[src/swk_cdr_regs.svh]
// Constants for the selective-wake clock and data recovery block.
// Assumes a 20 MHz internal oscillator clock.
`ifndef SWK_CDR_REGS_SVH
`define SWK_CDR_REGS_SVH

`define CLK_PERIOD_NS         50
`define SAMPLE_POINT_RESET    6'h33
`define SAMPLE_POINT_W        6
`define OSC_SEL_W             2
`define LIMIT_W               8
`define BIT_TIME_MIN_NS       1000
`define BIT_TIME_MIN_CYC      ((`BIT_TIME_MIN_NS)/(`CLK_PERIOD_NS))
`define WAKE_REACT_US         100
`define WAKE_REACT_CYC       (((`WAKE_REACT_US)*1000)/(`CLK_PERIOD_NS))
`define BIAS_REACT_US         250
`define BIAS_REACT_CYC       (((`BIAS_REACT_US)*1000)/(`CLK_PERIOD_NS))
`define GLITCH2_BP            500
`define DOM2_BP               1750
`define GLITCH5_BP            250
`define DOM5_BP               875
`define BP_SCALE              10000
`define ARB_MAX_KBPS          500
`define TRX_OFF               3'h0
`define CNT_W                 13

`endif

[src/swk_cdr_pkg.sv]
// Types for the selective-wake clock and data recovery block.
// No dependencies.
package swk_cdr_pkg;

  typedef enum logic [2:0] {
    ST_IDLE = 3'b001,
    ST_DOM  = 3'b010,
    ST_REC  = 3'b100
  } meas_state_t;

  typedef enum logic [1:0] {
    WK_IDLE = 2'b01,
    WK_WAIT = 2'b10
  } wake_state_t;

endpackage : swk_cdr_pkg

[src/fd_glitch_filter.sv]
// Flexible-data dominant pulse filter.
// Assumes rx_i synchronous to clk_i; 0 means dominant.
`timescale 1ns/1ns
`include "swk_cdr_regs.svh"

module fd_glitch_filter #(
  parameter int CNT_W = `CNT_W
) (
  input  wire logic             clk_i,
  input  wire logic             reset_i,
  input  wire logic             active_i,
  input  wire logic [CNT_W-1:0] dom_min_i,
  input  wire logic             rx_i,
  output logic                  rx_o
);

  typedef struct packed {
    logic [CNT_W-1:0] cnt;
    logic             out;
  } filt_t;

  filt_t cur;
  filt_t next_cur;

  always_comb begin
    next_cur = cur;
    if (!active_i || rx_i) begin
      next_cur.cnt = '0;
      next_cur.out = rx_i;
    end else begin
      // Short dominant pulses are swallowed until the minimum is reached
      if (cur.cnt + 1'b1 >= dom_min_i) begin
        next_cur.out = 1'b0;
      end else begin
        next_cur.cnt = cur.cnt + 1'b1;
      end
    end
  end

  always_ff @(posedge clk_i) begin
    if (reset_i) begin
      cur <= '{cnt: '0, out: 1'b1};
    end else begin
      cur <= next_cur;
    end
  end

  assign rx_o = cur.out;

endmodule : fd_glitch_filter

[src/wake_timer.sv]
// Reaction timer: raises done_o a set number of cycles after start_i.
// Assumes start_i is a one-cycle pulse.
`timescale 1ns/1ns
`include "swk_cdr_regs.svh"

module wake_timer #(
  parameter int DELAY = 2
) (
  input  wire logic clk_i,
  input  wire logic reset_i,
  input  wire logic start_i,
  output logic      done_o
);

  localparam int W = $clog2(DELAY + 1);

  typedef struct packed {
    swk_cdr_pkg::wake_state_t st;
    logic [W-1:0]             cnt;
    logic                     done;
  } tmr_t;

  tmr_t cur;
  tmr_t next_cur;

  initial begin
    if (DELAY < 1) $error("wake_timer delay must be at least one");
  end

  always_comb begin
    next_cur      = cur;
    next_cur.done = 1'b0;
    unique case (cur.st)
      swk_cdr_pkg::WK_IDLE: begin
        if (start_i) begin
          next_cur.st  = swk_cdr_pkg::WK_WAIT;
          next_cur.cnt = '0;
        end
      end
      swk_cdr_pkg::WK_WAIT: begin
        if (cur.cnt == W'(DELAY - 1)) begin
          next_cur.done = 1'b1;
          next_cur.st   = swk_cdr_pkg::WK_IDLE;
        end else begin
          next_cur.cnt = cur.cnt + 1'b1;
        end
      end
      default: next_cur.st = swk_cdr_pkg::WK_IDLE;
    endcase
  end

  always_ff @(posedge clk_i) begin
    if (reset_i) begin
      cur <= '{st: swk_cdr_pkg::WK_IDLE, cnt: '0, done: 1'b0};
    end else begin
      cur <= next_cur;
    end
  end

  assign done_o = cur.done;

endmodule : wake_timer

[src/selective_wake_clock_data_recovery.sv]
// Clock and data recovery for the selective-wake frame decoder.
// Assumes all inputs synchronous to clk_i (internal CAN oscillator).
// Function
// Measure bits and retune clock while enabled
// Host keeps recovery on during selective wake
// Host toggles enable only with transceiver off
// Host sets off, clock, timing, then enable
// Baud change: host updates clock select, sample
// Baud or clock change: host rewrites limits
// Limit reached: discard, reload sample point
// Host disables recovery while updating registers
// Sample point default 11 0011, about 80%
// 2 Mbit/s: ignore 5%, accept 17.5%
// 5 Mbit/s: ignore 2.5%, accept 8.75%
// Tolerance only to 500 kbps, until FDF; code filters only after FDF (fdf_seen_i)
// Thresholds only with receiver select one
// Wake signalled within 100 us
// Stop: interrupt low; Sleep: regulator ramps
// Decoder handles bit times down to 1 us
// Bus bias within 250 us
// Sample point and clock select give quanta
// Recovery state held, cleared when disabled
`timescale 1ns/1ns
`include "swk_cdr_regs.svh"

module selective_wake_clock_data_recovery #(
  parameter int SP_W   = `SAMPLE_POINT_W,
  parameter int LIM_W  = `LIMIT_W,
  parameter int CNT_W  = `CNT_W,
  parameter int WAKE_CYC = `WAKE_REACT_CYC,
  parameter int BIAS_CYC = `BIAS_REACT_CYC
) (
  input  wire logic             clk_i,
  input  wire logic             reset_i,
  input  wire logic             rx_i,
  input  wire logic             recovery_enable_i,
  input  wire logic [1:0]       osc_clock_select_i,
  input  wire logic [SP_W-1:0]  sample_point_reg_i,
  input  wire logic [LIM_W-1:0] limit_low_i,
  input  wire logic [LIM_W-1:0] limit_high_i,
  input  wire logic             fd_enable_i,
  input  wire logic             flexible_data_glitch_filter_i,
  input  wire logic             frame_receiver_select_i,
  input  wire logic             fdf_seen_i,
  input  wire logic             arb_slow_i,
  input  wire logic             wake_event_i,
  input  wire logic             stop_mode_i,
  input  wire logic             sleep_mode_i,
  input  wire logic             bias_request_i,
  input  wire logic [2:0]       trx_mode_i,
  output logic [LIM_W-1:0]      bit_quanta_o,
  output logic                  limit_reload_o,
  output logic                  sample_tick_o,
  output logic                  rx_filtered_o,
  output logic                  interrupt_pin_low_o,
  output logic                  regulator_ramp_o,
  output logic                  bus_bias_o,
  output logic                  config_ok_o
);

  initial begin
    if (SP_W != 6) $error("sample point width must be 6");
    if (LIM_W < SP_W + 2) $error("limit width too small");
    if (CNT_W < 8) $error("counter width too small");
    if (CNT_W < LIM_W + 1) $error("counter cannot hold two bit times");
    if (WAKE_CYC < 1 || BIAS_CYC < 1) $error("reaction times too short");
  end

  localparam int BIT_MIN = `BIT_TIME_MIN_CYC;

  typedef struct packed {
    swk_cdr_pkg::meas_state_t st;
    logic [LIM_W-1:0]         quanta;
    logic [LIM_W-1:0]         qcnt;
    logic [CNT_W-1:0]         meas;
    logic                     reload;
    logic                     tick;
    logic                     irq_n;
    logic                     ramp;
    logic                     bias;
  } core_t;

  core_t cur;
  core_t next_cur;

  logic             fd_active;
  logic [CNT_W-1:0] dom_min;
  logic [CNT_W-1:0] glitch_max;
  logic             rx_f;
  logic             wake_done;
  logic             bias_done;
  logic [LIM_W-1:0] start_quanta;
  logic [CNT_W-1:0] arb_bit;
  logic [CNT_W-1:0] meas_q;

  // Nominal quanta per bit: sample point scaled by the clock select
  always_comb begin
    start_quanta = LIM_W'({2'b00, sample_point_reg_i} << osc_clock_select_i);
  end

  // Arbitration bit in clock cycles derived from the quanta count
  assign arb_bit = CNT_W'(cur.quanta);

  // Widest pulse that is always swallowed, per filter setting
  always_comb begin
    if (flexible_data_glitch_filter_i) begin
      glitch_max = CNT_W'((32'(arb_bit) * `GLITCH5_BP) / `BP_SCALE);
    end else begin
      glitch_max = CNT_W'((32'(arb_bit) * `GLITCH2_BP) / `BP_SCALE);
    end
  end

  // Dominant acceptance minimum as a fraction of the arbitration bit
  always_comb begin
    if (flexible_data_glitch_filter_i) begin
      dom_min = CNT_W'((32'(arb_bit) * `DOM5_BP) / `BP_SCALE);
    end else begin
      dom_min = CNT_W'((32'(arb_bit) * `DOM2_BP) / `BP_SCALE);
    end
    // Never accept a pulse that lies inside the ignore band
    if (dom_min <= glitch_max) begin
      dom_min = glitch_max + 1'b1;
    end
  end

  // Filter only in FD mode, normal receiver, slow arbitration, after FDF
  assign fd_active = fd_enable_i && frame_receiver_select_i
                     && arb_slow_i && fdf_seen_i;

  fd_glitch_filter #(
    .CNT_W (CNT_W)
  ) u_filter (
    .clk_i     (clk_i),
    .reset_i   (reset_i),
    .active_i  (fd_active),
    .dom_min_i (dom_min),
    .rx_i      (rx_i),
    .rx_o      (rx_f)
  );

  wake_timer #(
    .DELAY (WAKE_CYC)
  ) u_wake (
    .clk_i   (clk_i),
    .reset_i (reset_i),
    .start_i (wake_event_i),
    .done_o  (wake_done)
  );

  wake_timer #(
    .DELAY (BIAS_CYC)
  ) u_bias (
    .clk_i   (clk_i),
    .reset_i (reset_i),
    .start_i (bias_request_i),
    .done_o  (bias_done)
  );

  assign meas_q = cur.meas;

  always_comb begin
    next_cur        = cur;
    next_cur.reload = 1'b0;
    next_cur.tick   = 1'b0;
    // Quanta counter gives the sampling tick for the decoder
    if (cur.qcnt + 1'b1 >= cur.quanta) begin
      next_cur.qcnt = '0;
      next_cur.tick = 1'b1;
    end else begin
      next_cur.qcnt = cur.qcnt + 1'b1;
    end
    if (!recovery_enable_i) begin
      next_cur.st     = swk_cdr_pkg::ST_IDLE;
      next_cur.meas   = '0;
      next_cur.quanta = start_quanta;
    end else begin
      unique case (cur.st)
        swk_cdr_pkg::ST_IDLE: begin
          if (!rx_f) begin
            next_cur.st   = swk_cdr_pkg::ST_DOM;
            next_cur.meas = CNT_W'(1);
          end
        end
        swk_cdr_pkg::ST_DOM: begin
          if (rx_f) begin
            next_cur.st = swk_cdr_pkg::ST_REC;
            // Single-bit pulse not shorter than the minimum bit time
            if (meas_q >= CNT_W'(BIT_MIN)
                && meas_q < CNT_W'(2 * cur.quanta)) begin
              if (meas_q > CNT_W'(cur.quanta)) begin
                next_cur.quanta = cur.quanta + 1'b1;
              end else if (meas_q < CNT_W'(cur.quanta)) begin
                next_cur.quanta = cur.quanta - 1'b1;
              end
            end
            next_cur.meas = '0;
          end else if (meas_q != '1) begin
            next_cur.meas = meas_q + 1'b1;
          end
        end
        swk_cdr_pkg::ST_REC: begin
          if (!rx_f) begin
            next_cur.st   = swk_cdr_pkg::ST_DOM;
            next_cur.meas = CNT_W'(1);
          end
        end
        default: next_cur.st = swk_cdr_pkg::ST_IDLE;
      endcase
      if (next_cur.quanta <= limit_low_i
          || next_cur.quanta >= limit_high_i) begin
        next_cur.quanta = start_quanta;
        next_cur.st     = swk_cdr_pkg::ST_IDLE;
        next_cur.meas   = '0;
        next_cur.reload = 1'b1;
      end
    end
    // Wake indication: interrupt in Stop, regulator ramp from Sleep
    if (wake_done && stop_mode_i) begin
      next_cur.irq_n = 1'b0;
    end else if (!stop_mode_i) begin
      next_cur.irq_n = 1'b1;
    end
    if (wake_done && sleep_mode_i) begin
      next_cur.ramp = 1'b1;
    end else if (!sleep_mode_i && !cur.ramp) begin
      next_cur.ramp = 1'b0;
    end
    if (bias_done) begin
      next_cur.bias = 1'b1;
    end else if (!bias_request_i && trx_mode_i == `TRX_OFF) begin
      next_cur.bias = 1'b0;
    end
  end

  always_ff @(posedge clk_i) begin
    if (reset_i) begin
      cur <= '{st: swk_cdr_pkg::ST_IDLE,
               quanta: LIM_W'(`SAMPLE_POINT_RESET),
               qcnt: '0, meas: '0, reload: 1'b0, tick: 1'b0,
               irq_n: 1'b1, ramp: 1'b0, bias: 1'b0};
    end else begin
      cur <= next_cur;
    end
  end

  assign bit_quanta_o        = cur.quanta;
  assign limit_reload_o      = cur.reload;
  assign sample_tick_o       = cur.tick;
  assign rx_filtered_o       = rx_f;
  assign interrupt_pin_low_o = cur.irq_n;
  assign regulator_ramp_o    = cur.ramp;
  assign bus_bias_o          = cur.bias;
  // Advisory: recovery should only be toggled with transceiver off
  assign config_ok_o         = (trx_mode_i == `TRX_OFF);

endmodule : selective_wake_clock_data_recovery

[config.mk]
export PLATFORM = sky130hd
export DESIGN_NAME = selective_wake_clock_data_recovery
export DESIGN_NICKNAME = d
export VERILOG_FILES = /design/src/swk_cdr_pkg.sv /design/src/fd_glitch_filter.sv /design/src/wake_timer.sv /design/src/selective_wake_clock_data_recovery.sv
export VERILOG_INCLUDE_DIRS = /design/src
export SDC_FILE = /design/constraint.sdc
export NUM_CORES = 1
export LEC_CHECK = 0
export BUFFER_PORTS_ARGS = -buffer_cell sky130_fd_sc_hd__buf_4
export CORE_UTILIZATION = 64
export DETAILED_ROUTE_END_ITERATION = 8
export GPL_ROUTABILITY_DRIVEN = 0
export HOLD_SLACK_MARGIN = 0.03
export MAX_ROUTING_LAYER = met4
export PLACE_DENSITY = 0.83
export SYNTH_ARGS = -nofsm -noshare
export SYNTH_HDL_FRONTEND = slang
export SYNTH_SLANG_ARGS = --single-unit
[constraint.sdc]
create_clock -name clk_i -period 13.65 [get_ports clk_i]
set_clock_uncertainty 0.15 [all_clocks]
set_input_delay 2.73 -clock clk_i [delete_from_list [all_inputs] [get_ports clk_i]]
set_output_delay 2.73 -clock clk_i [all_outputs]
set_load 0.005 [all_outputs]
==> load_flow_metrics.sql, run 1 <==
INSERT INTO impl_metrics (metric_group, metric, value, unit) VALUES
('timing', 'final_worst_setup_slack', '797', 'ps'),
('route', 'via_count_of_the_routed_design', '10494', ''),
('worst_setup_path', 'critical_path_arrival', '12940', 'ps'),
('synth', 'syn-num-nets', '1634', ''),
('grt', 'via_count_of_the_first_global_routing_pass', '9797', ''),
('synth', 'synthesis.instances', '1410', ''),
('synth', 'synth.lib_cells_used.distinct', '100', ''),
('grt', 'grt_pass1_wl', '45.4', 'mm'),
('synth', 'synth_largest_type_area_fraction', '15.6', '%'),
('route', 'avgRoutedWirePerCell', '16.4', 'µm'),
('worst_setup_path', 'rr_startpoint', 'bit_quanta_o[5]', ''),
('synth', 'synth_edf_count', '0', ''),
('worst_setup_path', 'worstSetupEndpointType', 'flip-flop', ''),
('hold_path', 'hold_path_end', 'bus_bias_o', ''),
('grt', 'gr-total-overflow', '0', ''),
('synth', 'synth_async_sr_flop_share', '0', '%'),
('route', 'drt_iter0_markers', '679', ''),
('job', 'maxCapViolations', '0', ''),
('placement', 'port_buffers', '54', ''),
('clocking', 'inserted_clock_buffers', '9', ''),
('final_layout', 'final_util', '70.7', '%'),
('synth', 'synthDominantAreaCellType', 'sky130_fd_sc_hd__ha_1', ''),
('synth', 'yosysWarnings', '0', ''),
('synth', 'post_synth_main_area_contributors', 'sky130_fd_sc_hd__ha_1 16%, sky130_fd_sc_hd__dfxtp_1 14%, sky130_fd_sc_hd__fa_1 7.6%', ''),
('worst_setup_path', 'critical_path.max_fanout', '11', ''),
('clocking', 'cts.path.max_buffers', '2', ''),
('grt', 'grt_start_max_net_pins', '53', ''),
('die', 'die-height', '135', 'µm'),
('synth', 'synthFlopType', 'sky130_fd_sc_hd__dfxtp_1', ''),
('worst_setup_path', 'worstSetupPathType', 'flip-flop to flip-flop', ''),
('route', 'vias_per_cell', '6.28', ''),
('worst_setup_path', 'cp_slowest_cell', 'sky130_fd_sc_hd__dfxtp_1', ''),
('placement', 'setup_slack_after_placement', '556', 'ps'),
('worst_setup_path', 'worst_setup_path_start_kind', 'flip-flop', ''),
('worst_setup_path', 'critical_path.reg2reg.endpoint', 'u_filter.cur[11]', ''),
('hold_path', 'hold_depth', '2', ''),
('clocking', 'cts.clk_slew.worst_paths', '60', 'ps'),
('worst_setup_path', 'cp.required', '13730', 'ps'),
('final_layout', 'final_nets', '1664', ''),
('die', 'top_ports', '55', ''),
('synth', 'yosysSeqAreaShare', '14.3', '%'),
('final_layout', 'layout-area-overhead-vs-synth', '7.91', '%'),
('die', 'chipWidth', '135', 'µm'),
('worst_setup_path', 'worst_path_most_repeated_cell', 'sky130_fd_sc_hd__inv_1', ''),
('timing', 'finalCritPeriodShare', '94.2', '%'),
('clocking', 'clock_sink_count', '81', ''),
('clocking', 'clk_latency', '340', 'ps'),
('worst_setup_path', 'rrSetupSlack', '800', 'ps'),
('route', 'firstDrtPassIters', '7', ''),
('grt', 'antenna_found_initial', '0', ''),
('timing', 'setup_viol', '0', ''),
('hold_path', 'timing.hold.worst.class', 'flip-flop to flip-flop', ''),
('hold_path', 'worst_hold_startpoint', 'u_bias.done_o', ''),
('synth', 'netlist_area', '11300', 'µm²'),
('final_layout', 'drive_above_1_share', '10.1', '%'),
('route', 'final_antenna_net_count', '0', ''),
('clocking', 'clock_tree.root_cell', 'sky130_fd_sc_hd__clkbuf_16', ''),
('placement', 'place.detailed.hpwl', '21.5', 'mm'),
('clocking', 'tritoncts', 'built', ''),
('grt', 'global_route_usage_sum', '31.3', '%'),
('route', 'drc_errors', '0', ''),
('worst_setup_path', 'cp_slowest_stage_delay', '630', 'ps'),
('worst_setup_path', 'worstRegToRegCells', '47', ''),
('status', 'status', 'finished clean', ''),
('timing', 'max_freq', '0.0778', 'GHz'),
('timing', 'final.setup.tns', '0', 'ps'),
('die', 'die_area', '18200', 'µm²'),
('die', 'rows', '48', ''),
('timing', 'worst-slew-pin-transition', '1210', 'ps'),
('timing', 'slew-limit-headroom', '19.3', '%'),
('clocking', 'htree_num_levels', '3', ''),
('timing', 'final_report_max_slew_violation_count', '0', ''),
('final_layout', 'antenna_cells', '0', ''),
('timing', 'final_period_minus_worst_setup_slack', '12850', 'ps'),
('synth', 'yosys_register_bits', '81', ''),
('clocking', 'postCtsHoldBufs', '0', ''),
('timing', 'final-hold-violation-count', '0', ''),
('die', 'initial_core_util', '65.5', '%'),
('die', 'core', '17300', 'µm²'),
('route', 'totalWireLength', '27.4', 'mm'),
('synth', 'synthesis.area_per_instance', '8.03', 'µm²'),
('final_layout', 'most-common-layout-cells', '141 x sky130_fd_sc_hd__nor2_1, 141 x sky130_fd_sc_hd__ha_1, 101 x sky130_fd_sc_hd__inv_1, 97 x sky130_fd_sc_hd__nand2_1, 81 x sky130_fd_sc_hd__dfxtp_1', '');
==> timing repair <==
action,4_1_cts,5_1_grt
hold endpoints to repair,0,0
gates resized for setup,0,7
setup buffers,0,3
setup endpoints to repair,0,14
==> layout make-up <==
class | instances | area [µm²]
clock inverter | 5 | 62.6
multi-input combinational | 1185 | 9180
tap | 225 | 282
sequential | 81 | 1620
inverter | 103 | 387
clock buffer | 11 | 243
fill | 1360 | 5070
timing repair buffer | 60 | 450
==> cells by family after synthesis <==
family	Yosys count	synth area share (%)
buffers and inverters	144	5.21
multiplexers	34	3.10
AND/OR/NAND/NOR	514	23.0
flip-flops	81	14.3
AO/OA/AOI/OAI	356	23.1
adder cells (fa/ha/maj)	186	23.4
XOR/XNOR	95	7.93
==> worst max-delay path by stage <==
stage	from	endpoint	slack, ps	depth (start not counted)
finish	bit_quanta_o[5]	u_filter.cur[11]	800	47
global route	bit_quanta_o[5]	u_filter.cur[13]	-40	47
CTS	bit_quanta_o[5]	u_filter.cur[11]	520	47
detailed placement	bit_quanta_o[5]	u_filter.cur[11]	560	47
global placement	bit_quanta_o[5]	u_filter.cur[12]	870	47
floorplan	bit_quanta_o[4]	u_filter.cur[11]	1740	48
==> state kept, by name, summed over array words and instances (netlist names) <==
name and count:
cur 11, u_filter.rx_o 1, u_bias.cur 15, regulator_ramp_o 1, bit_quanta_o 8, bus_bias_o 1
u_wake.done_o 1, u_bias.done_o 1, u_filter.cur 13, limit_reload_o 1, u_wake.cur 13, sample_tick_o 1
interrupt_pin_low_o 1, meas_q 13
==> critical path, delay by kind of cell, from the launching register on <==
kind	cells	cell delay, ps
compound gates	18	4670
xor+xnor	1	600
fa+ha+maj	7	2980
buf+inv	7	700
flops	1	630
mux	1	250
simple gates	13	2720
==> per-stage QoR <==
stage,instance area [µm²],hold slack [ps],std cells
floorplan,11300,263,1410
global placement,11800,268,1651
detailed placement,11800,288,1651
CTS,12200,302,1667
global route,12200,330,1670
finish,12200,294,1670
==> routing by layer <==
metal / vias to the layer above / share of wire (%) / GRT usage [%]
li1: 5182 / - / -
met5: - / 0 / -
met3: 35 / 4.6 / 3.42
met1: 4936 / 46 / 40.2
met4: 0 / 1.8 / 8.43
met2: 341 / 48 / 52.0
==> cells in the mapped netlist, types with 6 or more instances <==
cell	n
sky130_fd_sc_hd__mux2i_1	25
sky130_fd_sc_hd__o21ai_0	60
sky130_fd_sc_hd__a31oi_1	16
sky130_fd_sc_hd__o211ai_1	13
sky130_fd_sc_hd__buf_2	7
sky130_fd_sc_hd__nor4_1	10
sky130_fd_sc_hd__o22ai_1	7
sky130_fd_sc_hd__clkbuf_1	18
sky130_fd_sc_hd__a22oi_1	9
sky130_fd_sc_hd__or2_2	14
sky130_fd_sc_hd__nor3_1	40
sky130_fd_sc_hd__nand2b_1	27
sky130_fd_sc_hd__o21ai_1	7
sky130_fd_sc_hd__and2_1	19
sky130_fd_sc_hd__nor2_1	141
sky130_fd_sc_hd__or3_1	13
sky130_fd_sc_hd__mux2_2	9
sky130_fd_sc_hd__o211a_1	8
sky130_fd_sc_hd__a21o_1	21
sky130_fd_sc_hd__xnor2_1	46
sky130_fd_sc_hd__inv_1	101
sky130_fd_sc_hd__o2111ai_1	10
sky130_fd_sc_hd__a211o_1	10
sky130_fd_sc_hd__nor2b_1	29
sky130_fd_sc_hd__nand3_1	46
sky130_fd_sc_hd__dfxtp_1	81
sky130_fd_sc_hd__fa_1	43
sky130_fd_sc_hd__a2111oi_0	7
sky130_fd_sc_hd__o31ai_1	9
sky130_fd_sc_hd__and3_1	21
sky130_fd_sc_hd__a21oi_1	69
sky130_fd_sc_hd__nand4_1	16
sky130_fd_sc_hd__nand2_1	97
sky130_fd_sc_hd__buf_4	9
sky130_fd_sc_hd__xor2_1	44
sky130_fd_sc_hd__ha_1	141
sky130_fd_sc_hd__o21a_1	18
sky130_fd_sc_hd__buf_1	6
sky130_fd_sc_hd__a211oi_1	19
sky130_fd_sc_hd__and4_1	10
Power of run 1 is left out: the tool's default activity adds up to more than one toggle a clock period on the data nets, which glitch-free logic cannot reach.
==> inputs of run 2 (changes only) <==
ABC_AREA = 1   (was default)
==> load_flow_metrics.sql, run 2 <==
INSERT INTO impl_metrics (metric_group, metric, value, unit) VALUES
('status', 'status', 'finished clean', ''),
('final_layout', 'n_fill_cell', '1507', ''),
('worst_setup_path', 'cp_slowest_stage_delay', '650', 'ps'),
('synth', 'syn-num-nets', '1945', ''),
('timing', 'final.setup.tns', '0', 'ps'),
('grt', 'antenna_found_initial', '0', ''),
('worst_setup_path', 'cp.required', '13780', 'ps'),
('worst_setup_path', 'rrSetupSlack', '1660', 'ps'),
('final_layout', 'largest_reg_flops', '15', ''),
('synth', 'synthesis.instances', '1721', ''),
('worst_setup_path', 'timing.critical_path.buf_inv', '11', ''),
('grt', 'grt_start_max_net_pins', '34', ''),
('clocking', 'htree_num_levels', '3', ''),
('synth', 'synthFlopType', 'sky130_fd_sc_hd__dfxtp_1', ''),
('timing', 'final_report_max_slew_violation_count', '0', ''),
('clocking', 'postCtsHoldBufs', '0', ''),
('final_layout', 'most-common-layout-cells', '407 x sky130_fd_sc_hd__nand2_1, 286 x sky130_fd_sc_hd__inv_1, 141 x sky130_fd_sc_hd__ha_1, 136 x sky130_fd_sc_hd__nand3_1, 135 x sky130_fd_sc_hd__nor2_1', ''),
('clocking', 'cts_resized', '0', ''),
('grt', 'gr-total-overflow', '0', ''),
('route', 'vias_per_cell', '5.42', ''),
('final_layout', 'final_util', '70.5', '%'),
('timing', 'grt_setup_unrepaired', 'false', ''),
('synth', 'synth_largest_type_area_fraction', '15.5', '%'),
('route', 'drt_iter0_markers', '502', ''),
('synth', 'yosysSeqAreaShare', '14.3', '%'),
('timing', 'final_period_minus_worst_setup_slack', '11990', 'ps'),
('final_layout', 'antenna_cells', '0', ''),
('hold_path', 'hold_depth', '2', ''),
('route', 'final_antenna_net_count', '0', ''),
('synth', 'synth.lib_cells_used.distinct', '62', ''),
('synth', 'synthDominantAreaCellType', 'sky130_fd_sc_hd__ha_1', ''),
('job', 'maxCapViolations', '0', ''),
('clocking', 'inserted_clock_buffers', '9', ''),
('clocking', 'postCtsSetupRepairBufs', '0', ''),
('final_layout', 'final_common_cell', 'sky130_fd_sc_hd__nand2_1', ''),
('die', 'initial_core_util', '65.7', '%'),
('placement', 'port_buffers', '54', ''),
('synth', 'netlist_area', '11400', 'µm²'),
('synth', 'synth_async_sr_flop_share', '0', '%'),
('worst_setup_path', 'worstSetupEndpointType', 'flip-flop', ''),
('die', 'top_ports', '55', ''),
('hold_path', 'timing.hold.worst.class', 'flip-flop to flip-flop', ''),
('timing', 'slew-limit-headroom', '39.8', '%'),
('final_layout', 'final_nets', '1985', ''),
('worst_setup_path', 'critical_path.max_fanout', '15', ''),
('worst_setup_path', 'worstSetupPathType', 'flip-flop to flip-flop', ''),
('route', 'via_count_of_the_routed_design', '10791', ''),
('clocking', 'cts.clk_slew.worst_paths', '60', 'ps'),
('synth', 'most_frequently_used_cell_type_in_the_post_synthesis_netlist', 'sky130_fd_sc_hd__nand2_1', ''),
('worst_setup_path', 'worst-path-stages', '69', ''),
('die', 'die-height', '135', 'µm'),
('timing', 'finalCritPeriodShare', '87.9', '%'),
('placement', 'place.detailed.hpwl', '21.1', 'mm'),
('clocking', 'clock_tree.root_cell', 'sky130_fd_sc_hd__clkbuf_16', ''),
('grt', 'via_count_of_the_first_global_routing_pass', '10142', ''),
('route', 'avgRoutedWirePerCell', '12.9', 'µm'),
('grt', 'grt_pass1_wl', '44.1', 'mm'),
('die', 'chipWidth', '135', 'µm'),
('synth', 'synth_edf_count', '0', ''),
('worst_setup_path', 'critPathTopFamily', 'simple AND/OR/NAND/NOR gates', ''),
('grt', 'global_route_usage_sum', '29.9', '%'),
('clocking', 'cts.path.max_buffers', '2', ''),
('die', 'core', '17300', 'µm²'),
('final_layout', 'layout-area-overhead-vs-synth', '7.31', '%'),
('die', 'die_area', '18300', 'µm²'),
('clocking', 'clock_sink_count', '81', ''),
('synth', 'post_synth_main_area_contributors', 'sky130_fd_sc_hd__ha_1 16%, sky130_fd_sc_hd__dfxtp_1 14%, sky130_fd_sc_hd__nand2_1 13%', ''),
('timing', 'final-hold-violation-count', '0', ''),
('synth', 'synth_top_cells_by_count', '407 x sky130_fd_sc_hd__nand2_1, 286 x sky130_fd_sc_hd__inv_1, 141 x sky130_fd_sc_hd__ha_1', ''),
('worst_setup_path', 'worstRegToRegCells', '69', ''),
('worst_setup_path', 'worst_path_most_repeated_cell', 'sky130_fd_sc_hd__nand2_1', ''),
('route', 'totalWireLength', '25.7', 'mm'),
('timing', 'worst-slew-pin-transition', '890', 'ps'),
('synth', 'yosysWarnings', '0', ''),
('worst_setup_path', 'critical_path_arrival', '12120', 'ps'),
('die', 'rows', '48', ''),
('clocking', 'clk_latency', '340', 'ps'),
('synth', 'synthesis.area_per_instance', '6.61', 'µm²'),
('final_layout', 'drive_above_1_share', '10.4', '%'),
('final_layout', 'regMostFlops', 'u_bias.cur', ''),
('route', 'firstDrtPassIters', '5', ''),
('timing', 'max_freq', '0.0834', 'GHz'),
('route', 'drc_errors', '0', ''),
('synth', 'yosys_register_bits', '81', ''),
('clocking', 'tritoncts', 'built', ''),
('worst_setup_path', 'cp_slowest_cell', 'sky130_fd_sc_hd__dfxtp_1', ''),
('timing', 'setup_viol', '0', ''),
('worst_setup_path', 'worst_setup_path_start_kind', 'flip-flop', '');
==> run 2: changes by cell type in the layout (fill, tap and decap cells not counted), moves of 28 or more <==
cell	change
sky130_fd_sc_hd__nand2_1	+310
sky130_fd_sc_hd__inv_1	+185
sky130_fd_sc_hd__nand3_1	+90
sky130_fd_sc_hd__nand2_2	+34
sky130_fd_sc_hd__xnor2_1	-30
sky130_fd_sc_hd__nor2b_1	-28
==> run 2: logic make-up after synthesis <==
kind of cell | synth area share (%)
simple gates | 35.3
flops | 14.3
mux | 0.264
buf+inv | 11.6
compound gates | 10.7
xor+xnor | 4.78
fa+ha+maj | 23.1
==> run 2: worst min-delay path, stage by stage, from the launching register on <==
cell and delay (ps):
sky130_fd_sc_hd__dfxtp_1 290, sky130_fd_sc_hd__inv_1 40, sky130_fd_sc_hd__a21oi_1 50
==> run 2: per-layer routing <==
metal	vias up	GRT usage (%)	share of wire, %
li1	5617	-	-
met1	4885	36.5	46
met2	244	51.1	48
met3	45	3.78	4.3
met4	0	9.74	2.1
met5	-	-	0
==> run 2: through the flow <==
step                      cells  setup WS, ps  instance area (µm²)  hold slack, ps
after floorplan            1721          3640                11400             258
after global placement     1975          2320                11900             267
after detailed placement   1975          1800                11900             270
after CTS                  1991          1750                12200             280
after global routing       1991           503                12200             293
final                      1991          1660                12200             278
==> run 2: path summary, 6_finish.rpt <==
kind                           to       startpoint
setup / recovery  u_filter.cur[5]  bit_quanta_o[3]
hold reg to reg        bus_bias_o    u_bias.done_o
setup reg to reg  u_filter.cur[5]  bit_quanta_o[3]
hold / removal         bus_bias_o    u_bias.done_o
==> run 2: area by class of cell <==
cell class	instances	area [µm²]	area share (%)
clock buffers	10	239	1.96
clock inverters	6	73.8	0.605
inverters	305	1150	9.43
multi-input cells	1310	8430	69.1
flip-flops and latches	81	1620	13.3
well taps	225	282	2.31
repair buffers	54	405	3.32
Power of run 2 is left out for the same reason.
